===== src/design/cie_pkg.sv =====
// Constants, types and carriers shared by the instruction execute core
package cie_pkg;
	// Clock and memory pacing
	localparam int CLK_MHZ = 25;
	localparam int MEM_CYCLE_US = 5;
	localparam int SHIFT_MAX_US = 13;
	localparam int MEM_CYC = MEM_CYCLE_US * CLK_MHZ;
	localparam int SHIFT_CYC = SHIFT_MAX_US * CLK_MHZ;
	localparam int SHIFT_FULL = 36;
	localparam int SLOT_W = 9;
	localparam logic [SLOT_W-1:0] SLOT_LAST = SLOT_W'(MEM_CYC - 1);
	localparam logic [SLOT_W-1:0] SLOT_ONE = 9'h001;

	// Word layout: bit 35 holds bit 0 (the sign)
	localparam int SGN = 35;
	localparam int OP_HI = 35;
	localparam int OP_LO = 30;
	localparam int IND_BIT = 29;
	localparam int SH_HI = 29;
	localparam int SH_LO = 27;
	localparam int X_HI = 26;
	localparam int X_LO = 18;
	localparam int HALF_LO = 18;
	localparam int Y_HI = 14;
	localparam int Y_LO = 0;

	typedef logic [35:0] cie_word_t;
	typedef logic [14:0] cie_addr_t;
	typedef logic [8:0] cie_xsel_t;

	localparam cie_word_t WORD_ZERO = 36'h0;
	localparam cie_addr_t ADDR_ZERO = 15'h0000;
	localparam cie_addr_t ADDR_ONE = 15'h0001;
	localparam cie_xsel_t X_NONE = 9'h000;
	localparam logic [5:0] PAGE_ZERO = 6'h00;
	localparam logic [2:0] D6_CLEAR = 3'h0;

	// Operation codes (two octal digits)
	localparam logic [5:0] OP_AND = 6'h02;
	localparam logic [5:0] OP_IOR = 6'h04;
	localparam logic [5:0] OP_XOR = 6'h06;
	localparam logic [5:0] OP_LIR = 6'h0C;
	localparam logic [5:0] OP_DIA = 6'h0E;
	localparam logic [5:0] OP_LAC = 6'h10;
	localparam logic [5:0] OP_LIO = 6'h12;
	localparam logic [5:0] OP_DAC = 6'h14;
	localparam logic [5:0] OP_DAP = 6'h16;
	localparam logic [5:0] OP_DIP = 6'h18;
	localparam logic [5:0] OP_DIO = 6'h1A;
	localparam logic [5:0] OP_SPX = 6'h24;
	localparam logic [5:0] OP_SNX = 6'h26;
	localparam logic [5:0] OP_SAD = 6'h28;
	localparam logic [5:0] OP_SAS = 6'h2A;
	localparam logic [5:0] OP_JMP = 6'h30;
	localparam logic [5:0] OP_JSP = 6'h32;
	localparam logic [5:0] OP_SKP = 6'h34;
	localparam logic [5:0] OP_SHL = 6'h36;
	localparam logic [5:0] OP_SHR = 6'h37;

	// Shift group third digit
	localparam logic [2:0] SHK_RAC = 3'h1;
	localparam logic [2:0] SHK_RIO = 3'h2;
	localparam logic [2:0] SHK_RCB = 3'h3;
	localparam logic [2:0] SHK_SAC = 3'h5;
	localparam logic [2:0] SHK_SIO = 3'h6;
	localparam logic [2:0] SHK_SCB = 3'h7;

	// Skip group condition bits in the address field
	localparam int SKP_SZA = 6;
	localparam int SKP_SPA = 7;
	localparam int SKP_SMA = 8;
	localparam int SKP_SPI = 10;

	typedef struct packed {
		logic req;
		logic we;
		cie_addr_t addr;
		cie_word_t wdata;
	} cie_mem_req_t;

	typedef struct packed {
		logic ack;
		cie_word_t rdata;
	} cie_mem_rsp_t;

	typedef enum logic [2:0] {
		ST_IDLE, ST_FETCH, ST_WAIT, ST_INDEX, ST_DEFER, ST_EXEC, ST_WRITE, ST_SHIFT
	} cie_state_t;

	typedef struct packed {
		cie_state_t st;
		cie_addr_t pc;
		cie_word_t primary_work_reg;
		cie_word_t io_xfer;
		cie_addr_t index_sum_unit;
		cie_word_t ir;
		cie_addr_t ea;
		cie_xsel_t xsel;
		logic xpend;
		logic ipend;
		logic done;
		logic stop_pend;
		cie_addr_t maddr;
		cie_word_t mdata;
		logic [SLOT_W-1:0] slot;
		cie_addr_t shn;
	} cie_core_t;

	localparam cie_core_t CORE_RESET = '0;
endpackage


===== src/design/cie_core.sv =====
// Instruction execute core: fetch, address, execute and shift sequencing
`timescale 1ns/1ns
// Contract
// - Opcode from top two octal digits, bit six indirect, digits 3-5 index, 7-11 address.
// - Negative numbers are ones' complement; bit 0 sign, bits 1-35 magnitude.
// - Exclusive-or accumulates memory operand into primary register; memory untouched.
// - Code 04 inclusive-or of primary register and operand into primary register.
// - Code 20 loads operand into primary register, memory unchanged.
// - Code 24 stores primary register whole into memory at effective address.
// - Code 26 replaces memory digits 6-11 from primary register, rest kept.
// - Code 30 replaces memory digits 0-5 from primary register, rest kept.
// - Code 22 loads operand into transfer register, memory unchanged.
// - Code 32 stores transfer register into memory at effective address.
// - Code 60 loads program counter with effective address in one memory cycle.
// - Code 62 saves next address in index adder, then jumps.
// - Code 50 skips next instruction when operand and primary register differ.
// - Code 52 skips next instruction when operand and primary register match.
// - Instructions acting on the index location are never index modified.
// - Code 46 adds address to index digits, skips on negative sum.
// - Code 44 adds address to index digits, skips on positive sum.
// - Code 14 writes address into index digits 7-11, clears digit 6.
// - Code 16 writes index adder into location Y digits 7-11, clears 6.
// - Combined shifts treat transfer register as low-order extension of primary.
// - Rotate codes move bits cyclically by count in digits 7-11.
// - Shift codes scale arithmetically by count in digits 7-11.
// - Shifts of 36 steps finish within 13 us; 36 rotates restore (combined rotate of 36 swaps the two registers).
// - Code 64 tests address-selected conditions without memory; 100 is zero test.
// - Memory instructions without indexing or deferral take two memory cycles.
module cie_core (
	input wire logic clk,
	input wire logic rst_n,
	input wire logic start,
	input wire cie_pkg::cie_addr_t start_addr,
	input wire logic stop,
	output cie_pkg::cie_mem_req_t mem_o,
	input wire cie_pkg::cie_mem_rsp_t mem_i,
	output logic running,
	output cie_pkg::cie_addr_t pc_o,
	output cie_pkg::cie_word_t primary_work_reg_o,
	output cie_pkg::cie_word_t io_xfer_o,
	output cie_pkg::cie_addr_t index_sum_unit_o
);
	import cie_pkg::*;

	cie_core_t s_reg;
	cie_core_t s_next;
	logic [5:0] op;
	logic [5:0] rd_op;
	logic [15:0] icnt_reg;

	assign op = s_reg.ir[OP_HI:OP_LO];
	assign rd_op = mem_i.rdata[OP_HI:OP_LO];

	// Ones' complement 15-bit add with end-around carry
	function automatic cie_addr_t oc_add(cie_addr_t a, cie_addr_t b);
		logic [15:0] t;
		t = {1'b0, a} + {1'b0, b};
		return t[Y_HI:Y_LO] + cie_addr_t'(t[Y_HI+1]);
	endfunction

	// Codes that may be indexed or deferred
	function automatic logic is_idx(logic [5:0] o);
		return o inside {OP_AND, OP_IOR, OP_XOR, OP_LAC, OP_LIO, OP_DAC, OP_DAP,
			OP_DIP, OP_DIO, OP_SAD, OP_SAS, OP_JMP, OP_JSP};
	endfunction

	// Codes that address the index location itself
	function automatic logic is_xop(logic [5:0] o);
		return o inside {OP_LIR, OP_SPX, OP_SNX};
	endfunction

	// Codes that take an operand memory cycle
	function automatic logic is_mem(logic [5:0] o);
		return (is_idx(o) && !(o inside {OP_JMP, OP_JSP})) || is_xop(o) || o == OP_DIA;
	endfunction

	// Codes that write their memory operand back
	function automatic logic is_wr(logic [5:0] o);
		return o inside {OP_DAC, OP_DAP, OP_DIP, OP_DIO, OP_LIR, OP_DIA, OP_SPX, OP_SNX};
	endfunction

	// One rotate step of a single register
	function automatic cie_word_t rot1(cie_word_t w, logic left);
		return left ? {w[SGN-1:0], w[SGN]} : {w[0], w[SGN:1]};
	endfunction

	// One arithmetic step; sign kept and copied in, as ones' complement needs
	function automatic cie_word_t ash1(cie_word_t w, logic left);
		return left ? {w[SGN], w[SGN-2:0], w[SGN]} : {w[SGN], w[SGN], w[SGN-1:1]};
	endfunction

	// One step of the shift group; unused third digits leave both untouched
	function automatic logic [71:0] sh_step(cie_word_t a, cie_word_t q, logic [2:0] k, logic left);
		cie_word_t na;
		cie_word_t nq;
		na = a;
		nq = q;
		case (k)
			SHK_RAC: na = rot1(a, left);
			SHK_RIO: nq = rot1(q, left);
			SHK_SAC: na = ash1(a, left);
			SHK_SIO: nq = ash1(q, left);
			SHK_RCB: begin
				{na, nq} = left ? {a[SGN-1:0], q, a[SGN]} : {q[0], a, q[SGN:1]};
			end
			SHK_SCB: begin
				// Transfer register is pure magnitude below the sign
				if (left) begin
					na = {a[SGN], a[SGN-2:0], q[SGN]};
					nq = {q[SGN-1:0], a[SGN]};
				end else begin
					na = {a[SGN], a[SGN], a[SGN-1:1]};
					nq = {a[0], q[SGN:1]};
				end
			end
			default: ;
		endcase
		return {na, nq};
	endfunction

	// Sequencer: every memory slot lasts one full memory cycle
	always_comb begin
		cie_addr_t sum;
		cie_word_t rd;
		logic fin;
		logic cond;
		sum = ADDR_ZERO;
		rd = mem_i.rdata;
		fin = 1'b0;
		cond = 1'b0;
		s_next = s_reg;
		s_next.stop_pend = s_reg.stop_pend | stop;
		if (s_reg.slot != SLOT_LAST) begin
			s_next.slot = s_reg.slot + SLOT_ONE;
		end
		case (s_reg.st)
			ST_IDLE: begin
				if (start) begin
					s_next.pc = start_addr;
					s_next.maddr = start_addr;
					// A stop in the same cycle as start still wins
					s_next.stop_pend = stop;
					s_next.slot = '0;
					s_next.st = ST_FETCH;
				end
			end
			ST_FETCH: begin
				if (mem_i.ack) begin
					s_next.ir = rd;
					s_next.pc = s_reg.pc + ADDR_ONE;
					s_next.ea = rd[Y_HI:Y_LO];
					s_next.xsel = rd[X_HI:X_LO];
					// Index location codes never see index modification
					s_next.xpend = is_idx(rd_op) && rd[X_HI:X_LO] != X_NONE;
					s_next.ipend = is_idx(rd_op) && rd[IND_BIT];
					s_next.done = 1'b0;
					s_next.st = ST_WAIT;
				end
			end
			ST_INDEX: begin
				if (mem_i.ack) begin
					s_next.ea = oc_add(s_reg.ea, rd[Y_HI:Y_LO]);
					s_next.xpend = 1'b0;
					s_next.st = ST_WAIT;
				end
			end
			ST_DEFER: begin
				// A deferred word may itself be indexed and deferred again
				if (mem_i.ack) begin
					s_next.ea = rd[Y_HI:Y_LO];
					s_next.xsel = rd[X_HI:X_LO];
					s_next.xpend = rd[X_HI:X_LO] != X_NONE;
					s_next.ipend = rd[IND_BIT];
					s_next.st = ST_WAIT;
				end
			end
			ST_EXEC: begin
				if (mem_i.ack) begin
					s_next.mdata = rd;
					case (op)
						OP_AND: s_next.primary_work_reg = s_reg.primary_work_reg & rd;
						OP_IOR: s_next.primary_work_reg = s_reg.primary_work_reg | rd;
						OP_XOR: s_next.primary_work_reg = s_reg.primary_work_reg ^ rd;
						OP_LAC: s_next.primary_work_reg = rd;
						OP_LIO: s_next.io_xfer = rd;
						OP_DAC: s_next.mdata = s_reg.primary_work_reg;
						OP_DAP: s_next.mdata = {rd[SGN:HALF_LO], s_reg.primary_work_reg[HALF_LO-1:0]};
						OP_DIP: s_next.mdata = {s_reg.primary_work_reg[SGN:HALF_LO], rd[HALF_LO-1:0]};
						OP_DIO: s_next.mdata = s_reg.io_xfer;
						OP_SAD: cond = rd != s_reg.primary_work_reg;
						OP_SAS: cond = rd == s_reg.primary_work_reg;
						OP_SPX, OP_SNX: begin
							sum = oc_add(rd[Y_HI:Y_LO], s_reg.ir[Y_HI:Y_LO]);
							s_next.index_sum_unit = sum;
							s_next.mdata = {rd[SGN:HALF_LO], D6_CLEAR, sum};
							// Minus zero counts as negative
							cond = sum[Y_HI] == (op == OP_SNX);
						end
						OP_LIR: s_next.mdata = {rd[SGN:HALF_LO], D6_CLEAR, s_reg.ir[Y_HI:Y_LO]};
						OP_DIA: s_next.mdata = {rd[SGN:HALF_LO], D6_CLEAR, s_reg.index_sum_unit};
						default: ;
					endcase
					if (cond) begin
						s_next.pc = s_reg.pc + ADDR_ONE;
					end
					s_next.done = 1'b1;
					s_next.st = is_wr(op) ? ST_WRITE : ST_WAIT;
				end
			end
			ST_WRITE: begin
				if (mem_i.ack) begin
					s_next.st = ST_WAIT;
				end
			end
			ST_SHIFT: begin
				// One step a clock keeps 36 steps far inside the limit
				if (s_reg.shn == ADDR_ZERO) begin
					fin = 1'b1;
				end else begin
					{s_next.primary_work_reg, s_next.io_xfer} = sh_step(s_reg.primary_work_reg,
						s_reg.io_xfer, s_reg.ir[SH_HI:SH_LO], op == OP_SHL);
					s_next.shn = s_reg.shn - ADDR_ONE;
				end
			end
			ST_WAIT: begin
				if (s_reg.slot == SLOT_LAST) begin
					s_next.slot = '0;
					if (s_reg.done) begin
						fin = 1'b1;
					end else if (s_reg.xpend) begin
						s_next.st = ST_INDEX;
						s_next.maddr = {PAGE_ZERO, s_reg.xsel};
					end else if (s_reg.ipend) begin
						s_next.st = ST_DEFER;
						s_next.maddr = s_reg.ea;
					end else if (is_mem(op)) begin
						s_next.st = ST_EXEC;
						s_next.maddr = is_xop(op) ? {PAGE_ZERO, s_reg.xsel} : s_reg.ea;
					end else begin
						case (op)
							OP_JMP: s_next.pc = s_reg.ea;
							OP_JSP: begin
								s_next.index_sum_unit = s_reg.pc;
								s_next.pc = s_reg.ea;
							end
							OP_SKP: begin
								// Selected conditions combine as inclusive or
								cond = (s_reg.ir[SKP_SZA] && s_reg.primary_work_reg == WORD_ZERO) ||
									(s_reg.ir[SKP_SPA] && !s_reg.primary_work_reg[SGN]) ||
									(s_reg.ir[SKP_SMA] && s_reg.primary_work_reg[SGN]) ||
									(s_reg.ir[SKP_SPI] && !s_reg.io_xfer[SGN]);
								if (cond) begin
									s_next.pc = s_reg.pc + ADDR_ONE;
								end
							end
							default: ;
						endcase
						if (op == OP_SHL || op == OP_SHR) begin
							s_next.shn = s_reg.ir[Y_HI:Y_LO];
							s_next.st = ST_SHIFT;
						end else begin
							fin = 1'b1;
						end
					end
				end
			end
			default: s_next.st = ST_IDLE;
		endcase
		// Instruction end: stop only between instructions
		if (fin) begin
			s_next.done = 1'b0;
			s_next.slot = '0;
			s_next.maddr = s_next.pc;
			s_next.st = s_next.stop_pend ? ST_IDLE : ST_FETCH;
		end
	end

	// State register
	always_ff @(posedge clk) begin
		if (!rst_n) begin
			s_reg <= CORE_RESET;
		end else begin
			s_reg <= s_next;
		end
	end

	// Memory request: strobes from state, address and data from flops
	always_comb begin
		mem_o.req = s_reg.st inside {ST_FETCH, ST_INDEX, ST_DEFER, ST_EXEC, ST_WRITE};
		mem_o.we = s_reg.st == ST_WRITE;
		mem_o.addr = s_reg.maddr;
		mem_o.wdata = s_reg.mdata;
	end

	assign running = s_reg.st != ST_IDLE;
	assign pc_o = s_reg.pc;
	assign primary_work_reg_o = s_reg.primary_work_reg;
	assign io_xfer_o = s_reg.io_xfer;
	assign index_sum_unit_o = s_reg.index_sum_unit;

	// Cycles since the current instruction was fetched, for timing checks
	always_ff @(posedge clk) begin
		if (!rst_n || (s_next.st == ST_FETCH && s_reg.st != ST_FETCH)) begin
			icnt_reg <= 16'h0000;
		end else if (icnt_reg != 16'hFFFF) begin
			icnt_reg <= icnt_reg + 16'h0001;
		end
	end
endmodule


===== config.mk =====
export PLATFORM = sky130hd
export DESIGN_NAME = cie_core
export DESIGN_NICKNAME = d
export VERILOG_FILES = /design/src/design/cie_pkg.sv /design/src/design/cie_core.sv
export SDC_FILE = /design/constraint.sdc
export NUM_CORES = 1
export LEC_CHECK = 0
export BUFFER_PORTS_ARGS = -buffer_cell sky130_fd_sc_hd__buf_2
export CAP_MARGIN = 20
export CELL_PAD_IN_SITES_DETAIL_PLACEMENT = 0
export CELL_PAD_IN_SITES_GLOBAL_PLACEMENT = 2
export CORE_UTILIZATION = 30
export CTS_CLUSTER_DIAMETER = 120
export DETAILED_ROUTE_END_ITERATION = 6
export GPL_TIMING_DRIVEN = 0
export PLACE_DENSITY_LB_ADDON = 0.1
export REMOVE_ABC_BUFFERS = 1
export SKIP_CTS_REPAIR_TIMING = 1
export SLEW_MARGIN = 20
export SYNTH_ARGS = -nofsm -noshare
export SYNTH_HDL_FRONTEND = slang
export SYNTH_SLANG_ARGS = --single-unit

===== constraint.sdc =====
create_clock -name clk -period 4.7 [get_ports clk]
set_clock_uncertainty 0.1 [all_clocks]
set_input_delay 0.705 -clock clk [delete_from_list [all_inputs] [get_ports clk]]
set_output_delay 0.705 -clock clk [all_outputs]
set_load 0.01 [all_outputs]

==> results of run 1 <==
==> cell families (layout without fill, tap and decap cells) <==
| logic type | count (synthesis) | in the layout | synth area share (%) |
|---|---|---|---|
| AOI/OAI and AO/OA | 875 | 877 | 31.0 |
| xor gates and xnor gates | 57 | 57 | 2.81 |
| adders and majority gates | 113 | 113 | 7.71 |
| buffers and inverters | 452 | 433 | 12.3 |
| DFF | 232 | 232 | 25.1 |
| muxes | 50 | 50 | 2.70 |
| and+or+nand+nor | 746 | 746 | 18.4 |
==> layer usage <==
metal,global-route usage [%],up-vias,share of wire (%)
met5,0,-,0.016
met1,36.2,9429,47
li1,-,9027,-
met3,2.67,104,5.5
met2,38.6,629,45
met4,6.57,2,2.1
==> worst min-delay path, cell delays in order <==
cell	delay, ps
buf_2	100
a21oi_1	50
nor2_1	70
==> report_power, final <==
group / total (uW) / internal, uW / leakage [uW] / switching, uW
registers: 2050 / 2000 / 0.00188 / 57.1
clock network: 2670 / 1610 / 0.000550 / 1070
logic: 780 / 271 / 0.00576 / 509
==> cell type report <==
type,count,area share [%]
Sequential cell,232,22.3
Inverter,105,1.92
Clock buffer,47,4.64
Timing Repair Buffer,269,8.16
Clock inverter,12,0.694
Tap cell,782,4.68
Multi-Input combinational cell,1843,57.6
==> path summary, 6_finish.rpt <==
kind / slack [ps] / cells past startpoint / end / start
worst max-delay path: 180 / 21 / mem_o[45] / mem_i[1]
worst min-delay path: 330 / 3 / s_reg[75] / stop
worst max register to register: 200 / 20 / mem_o[45] / s_reg[109]
worst min register to register: 350 / 2 / s_reg[82] / s_reg[82]
==> metrics by stage <==
step                std cells  total power, uW  TNS [ps]  setup slack [ps]
finish                   3290             5510         0               183
global route             3290             5720     -8.39             -8.39
CTS                      3278             5550    -32110             -1270
detailed placement       3219             2840    -52820             -1720
global placement         3171             2800   -771160             -8510
floorplan                2178             2500    -89330             -2120
==> placed cells by master (no fill, tap or decap), types with 10 or more instances in the layout <==
cell type	count
nand3_1	73
buf_4	33
nor2_1	235
buf_2	214
o211ai_1	26
a22oi_1	81
o21ai_0	160
nand2_1	226
a31oi_1	58
nand4_1	19
and2_1	10
nor3_1	41
nand2b_1	13
xnor2_1	30
mux2i_1	50
ha_1	100
o21a_1	11
ha_4	10
nor2b_1	11
a221oi_1	31
nor4_1	19
xor2_1	25
a21o_1	23
inv_1	104
and3_1	26
a211oi_1	65
dfxtp_1	226
a22o_1	21
clkbuf_16	35
o221ai_1	38
a21oi_1	240
a222oi_1	21
o31ai_1	16
==> reports/metrics.yaml, run 1 <==
globalplace.congestion: 0.852
die_width_um: 251
routed_via_density: 5.83
cpMaxStageDelayCell: "o41a_1"
netlist_area_um2: 18500
netlist_top_cells_area: "dfxtp_1, ha_1, a21oi_1"
diodes: 0
fin_util_pct: 34.4
yosysTopAreaCell: "dfxtp_1"
antenna_left: 0
outcome: "finished clean"
cts_tree: "built"
drt_iter0_markers: 1566
largest_reg_flops: 73
grt_usage_pct: 24.9
drcViolationCount: 0
path_cells: "buf_4 > ha_4 > a211o_1 > a211oi_2 > o41a_1 > nor2b_1 > o21a_1 > o21a_1 > o21ai_2 > nand2b_4 > ha_4 > ha_4 > nand4b_1 > nor3_4 > nand3_2 > nor4_4 > xnor3_2 > a31o_4 > a221o_1 > a31oi_1 > nor2_1"
yosysSeqAreaShare_pct: 25.1
wl_um: 81400
whs_ps: 326
rows: 90
clk_path_buf_depth: 3
cp-start-kind: "primary input"
cap_violations: 0
gr-total-overflow: 0
crit_arrival_ps: 4840
port_buffers: 211
first_pass_iters: 6
dieArea_um2: 62800
die_h_um: 251
end_kind: "flop"
areaGrowthSynthToFinish_pct: 12.8
layout.nets: 2654
place_area_um2: 19400
grt_max_degree: 102
ys_seq_elements: 232
drive_above_1_share_pct: 16.4
cts.clk_slew.worst_paths_ps: 50
post-route-min-period_ps: 4520
ir_drop_mv: 0.182
cts_made_buffers: 34
htree_levels: 2
clock-sinks: 232
cpMostUsedCell: "ha_4"
io_pins: 212
wl_per_cell_um: 24.7
critPathMaxStageDelay_ps: 450
vias: 19200
ys_types: 83
dp_hpwl_um: 58000
synthMostInstantiatedCell: "a21oi_1"
timing_worst_setup_path_type: "in2reg"
finalCritPeriodShare_pct: 96.1
maxSlewViolCount: 0
crit_buf_inv: 1
avgSynthCellArea_um2: 7.34
synth_top_cell_area_share_pct: 25.1
clock_latency_ps: 550
cts_root_buf: "clkbuf_16"
fillers: 6445
seqCellArea_um2: 4660
finalHoldViolations: 0
async_flop_share_pct: 0
leakage_uw: 0.00818
multi_input_area_um2: 12000
design_area_um2: 20900
start_util_pct: 30.5
grt_pass1_wl_um: 119000
power.density_nw_per_um2: 263
hp-class: "in2reg"
fmax_mhz: 221
core-area_um2: 60700
grt_antenna_before_repair: 2
path_delay_family: "compound AO/OA/AOI/OAI gates"
setup_viol: 0
synth-main-ff-cell: "dfxtp_1"
critPathRequiredTime_ps: 5020
yosys-top-cells-count: "a21oi_1, nor2_1, nand2_1, dfxtp_1, clkbuf_1"
synth_edf_count: 0
path_max_fanout: 10
syn_inst: 2525
max_slew_margin_pct: 28.1
grt_pass1_vias: 17400
yosys_warnings: 0
tightest_slew_ps: 1080
Power figures use the tool's default switching activity.
==> run 2, diff against run 1 <==
==> constraint.sdc (replaced) <==
create_clock -name clk -period 4.7 [get_ports clk]
set_clock_uncertainty 0.1 [all_clocks]
set_input_delay 1.175 -clock clk [delete_from_list [all_inputs] [get_ports clk]]
set_output_delay 1.175 -clock clk [all_outputs]
set_load 0.01 [all_outputs]
==> run 2 against run 1 <==
Global-route usage stayed put. Die area did not move. Final area increased by 1.5%. Routed wire length increased by 0.17%. Clock power hardly changed. The run now ends with negative setup slack left. Non-clock buffer count up 16. Critical path type unchanged. Largest cell class unchanged. Total power up 0.64%.
==> reports/metrics.yaml, run 2 (synthesis gave the netlist of run 1 again) <==
outcome: "finished, violations left"
violations: "negative setup slack"
place_area_um2: 19400
grt_max_degree: 102
fmax_mhz: 203
totalPowerFinal_uw: 5540
intPower_uw: 3900
path_max_fanout: 9
instances_no_fill: 3306
grt_pass1_wl_um: 119000
min_delay_path_depth: 2
clock-sinks: 232
cts_tree: "built"
ir_drop_mv: 0.184
io_pins: 212
drive_above_1_share_pct: 17.4
first_pass_iters: 6
cp-start-kind: "primary input"
max_slew_margin_pct: 26.2
gr-total-overflow: 0
die_h_um: 251
finalHoldViolations: 0
setup_viol: 27
drt_iter0_markers: 1483
vias: 19200
htree_levels: 2
power_switching_share_pct: 29.7
cts_root_buf: "clkbuf_16"
rsz0062_at_grt: "true"
leakage_uw: 0.00834
layout.nets: 2670
finalCritPeriodShare_pct: 105
areaGrowthSynthToFinish_pct: 14.5
p_clk_share_pct: 48.3
wl_um: 81500
clk_path_buf_depth: 3
start_util_pct: 30.5
dp_hpwl_um: 58000
wl_per_cell_um: 24.7
fin_util_pct: 35.0
ff2ff_path_depth: 20
globalplace.congestion: 0.852
largest_reg_flops: 73
tightest_slew_ps: 1110
grt_pass1_vias: 17400
die_width_um: 251
maxSlewViolCount: 0
seq_power_share_pct: 37.1
timing_worst_setup_path_type: "in2reg"
p_switching_uw: 1640
drcViolationCount: 0
routed_via_density: 5.81
clock_latency_ps: 560
hp-class: "reg2reg"
fillers: 6431
cap_violations: 0
end_kind: "flop"
fin_ws_ps: -231
design_area_um2: 21200
critPathRequiredTime_ps: 5020
dp_cells: 3219
cts_made_buffers: 34
final_cell_mix: "a21oi_1, nor2_1, dfxtp_1, nand2_1, buf_2"
crit_arrival_ps: 5250
comb_power_share_pct: 14.6
grt_usage_pct: 24.9
fin_setup_tns_ps: -3040
post-route-min-period_ps: 4930
layout_commonest_cell: "a21oi_1"
port_buffers: 211
power.density_nw_per_um2: 261
dieArea_um2: 62800
diodes: 0
antenna_left: 0
core-area_um2: 60700
rows: 90
cts.clk_slew.worst_paths_ps: 50
grt_antenna_before_repair: 2
-- run 2: cell types whose count changed in the layout (fill, tap and decap cells not counted), moves of 4 or more --
cell | before | now
dfxtp_1 | 226 | 232
ha_1 | 100 | 94
buf_4 | 33 | 46
dfxtp_2 | 4 | 0
ha_2 | 1 | 5
buf_12 | 9 | 14
-- run 2: power by group through the flow --
stage                     Clock, uW  Sequential (uW)  Combinational [uW]
after floorplan                   0             2080                 427
after global placement            0             2090                 711
after detailed placement          0             2100                 742
after CTS                      2750             2050                 747
after global routing           2810             2060                 880
final                          2680             2060                 810
-- run 2: final timing paths --
path | startpoint | endpoint | slack, ps
worst min register to register | s_reg[82] | s_reg[82] | 360
worst max-delay path | mem_i[0] | mem_o[45] | -230
worst max register to register | s_reg[109] | mem_o[45] | 30
worst min-delay path | s_reg[82] | s_reg[82] | 360
-- run 2: worst max-delay path: stages --
cell and delay (ps):
buf_8 150, ha_2 230, a211o_1 210, a211oi_4 90, o41a_1 450, nor2b_1 120
o21a_1 110, o21a_1 130, o21ai_2 80, nand2b_4 120, ha_4 160, ha_4 140
nand4b_1 130, nor3_4 240, nand3_2 140, nor4_4 200, xnor3_2 410, a31o_4 340
a221o_1 320, a31oi_1 210, nor2_1 60
-- run 2: routing by layer --
metal  share of wire, %  global-route usage, %
met1                 47                   36.2
met2                 45                   38.6
met3                5.8                   2.67
met4                2.4                   6.57
met5              0.016                      0
-- run 2: layout make-up --
cell class	instances	area (um2)	share of cell area, %
Tap cell	782	978	4.61
Clock buffer	47	971	4.57
Timing Repair Buffer	285	1920	9.06
Sequential cell	232	4640	21.9
Inverter	105	402	1.89
Multi-Input combinational cell	1843	12200	57.3
Clock inverter	12	145	0.684
-- run 2: metrics by stage --
step,hold WS [ps],worst slack (ps)
floorplan,336,-2120
global placement,349,-8510
detailed placement,350,-2190
CTS,358,-1660
global route,391,-386
finish,355,-231
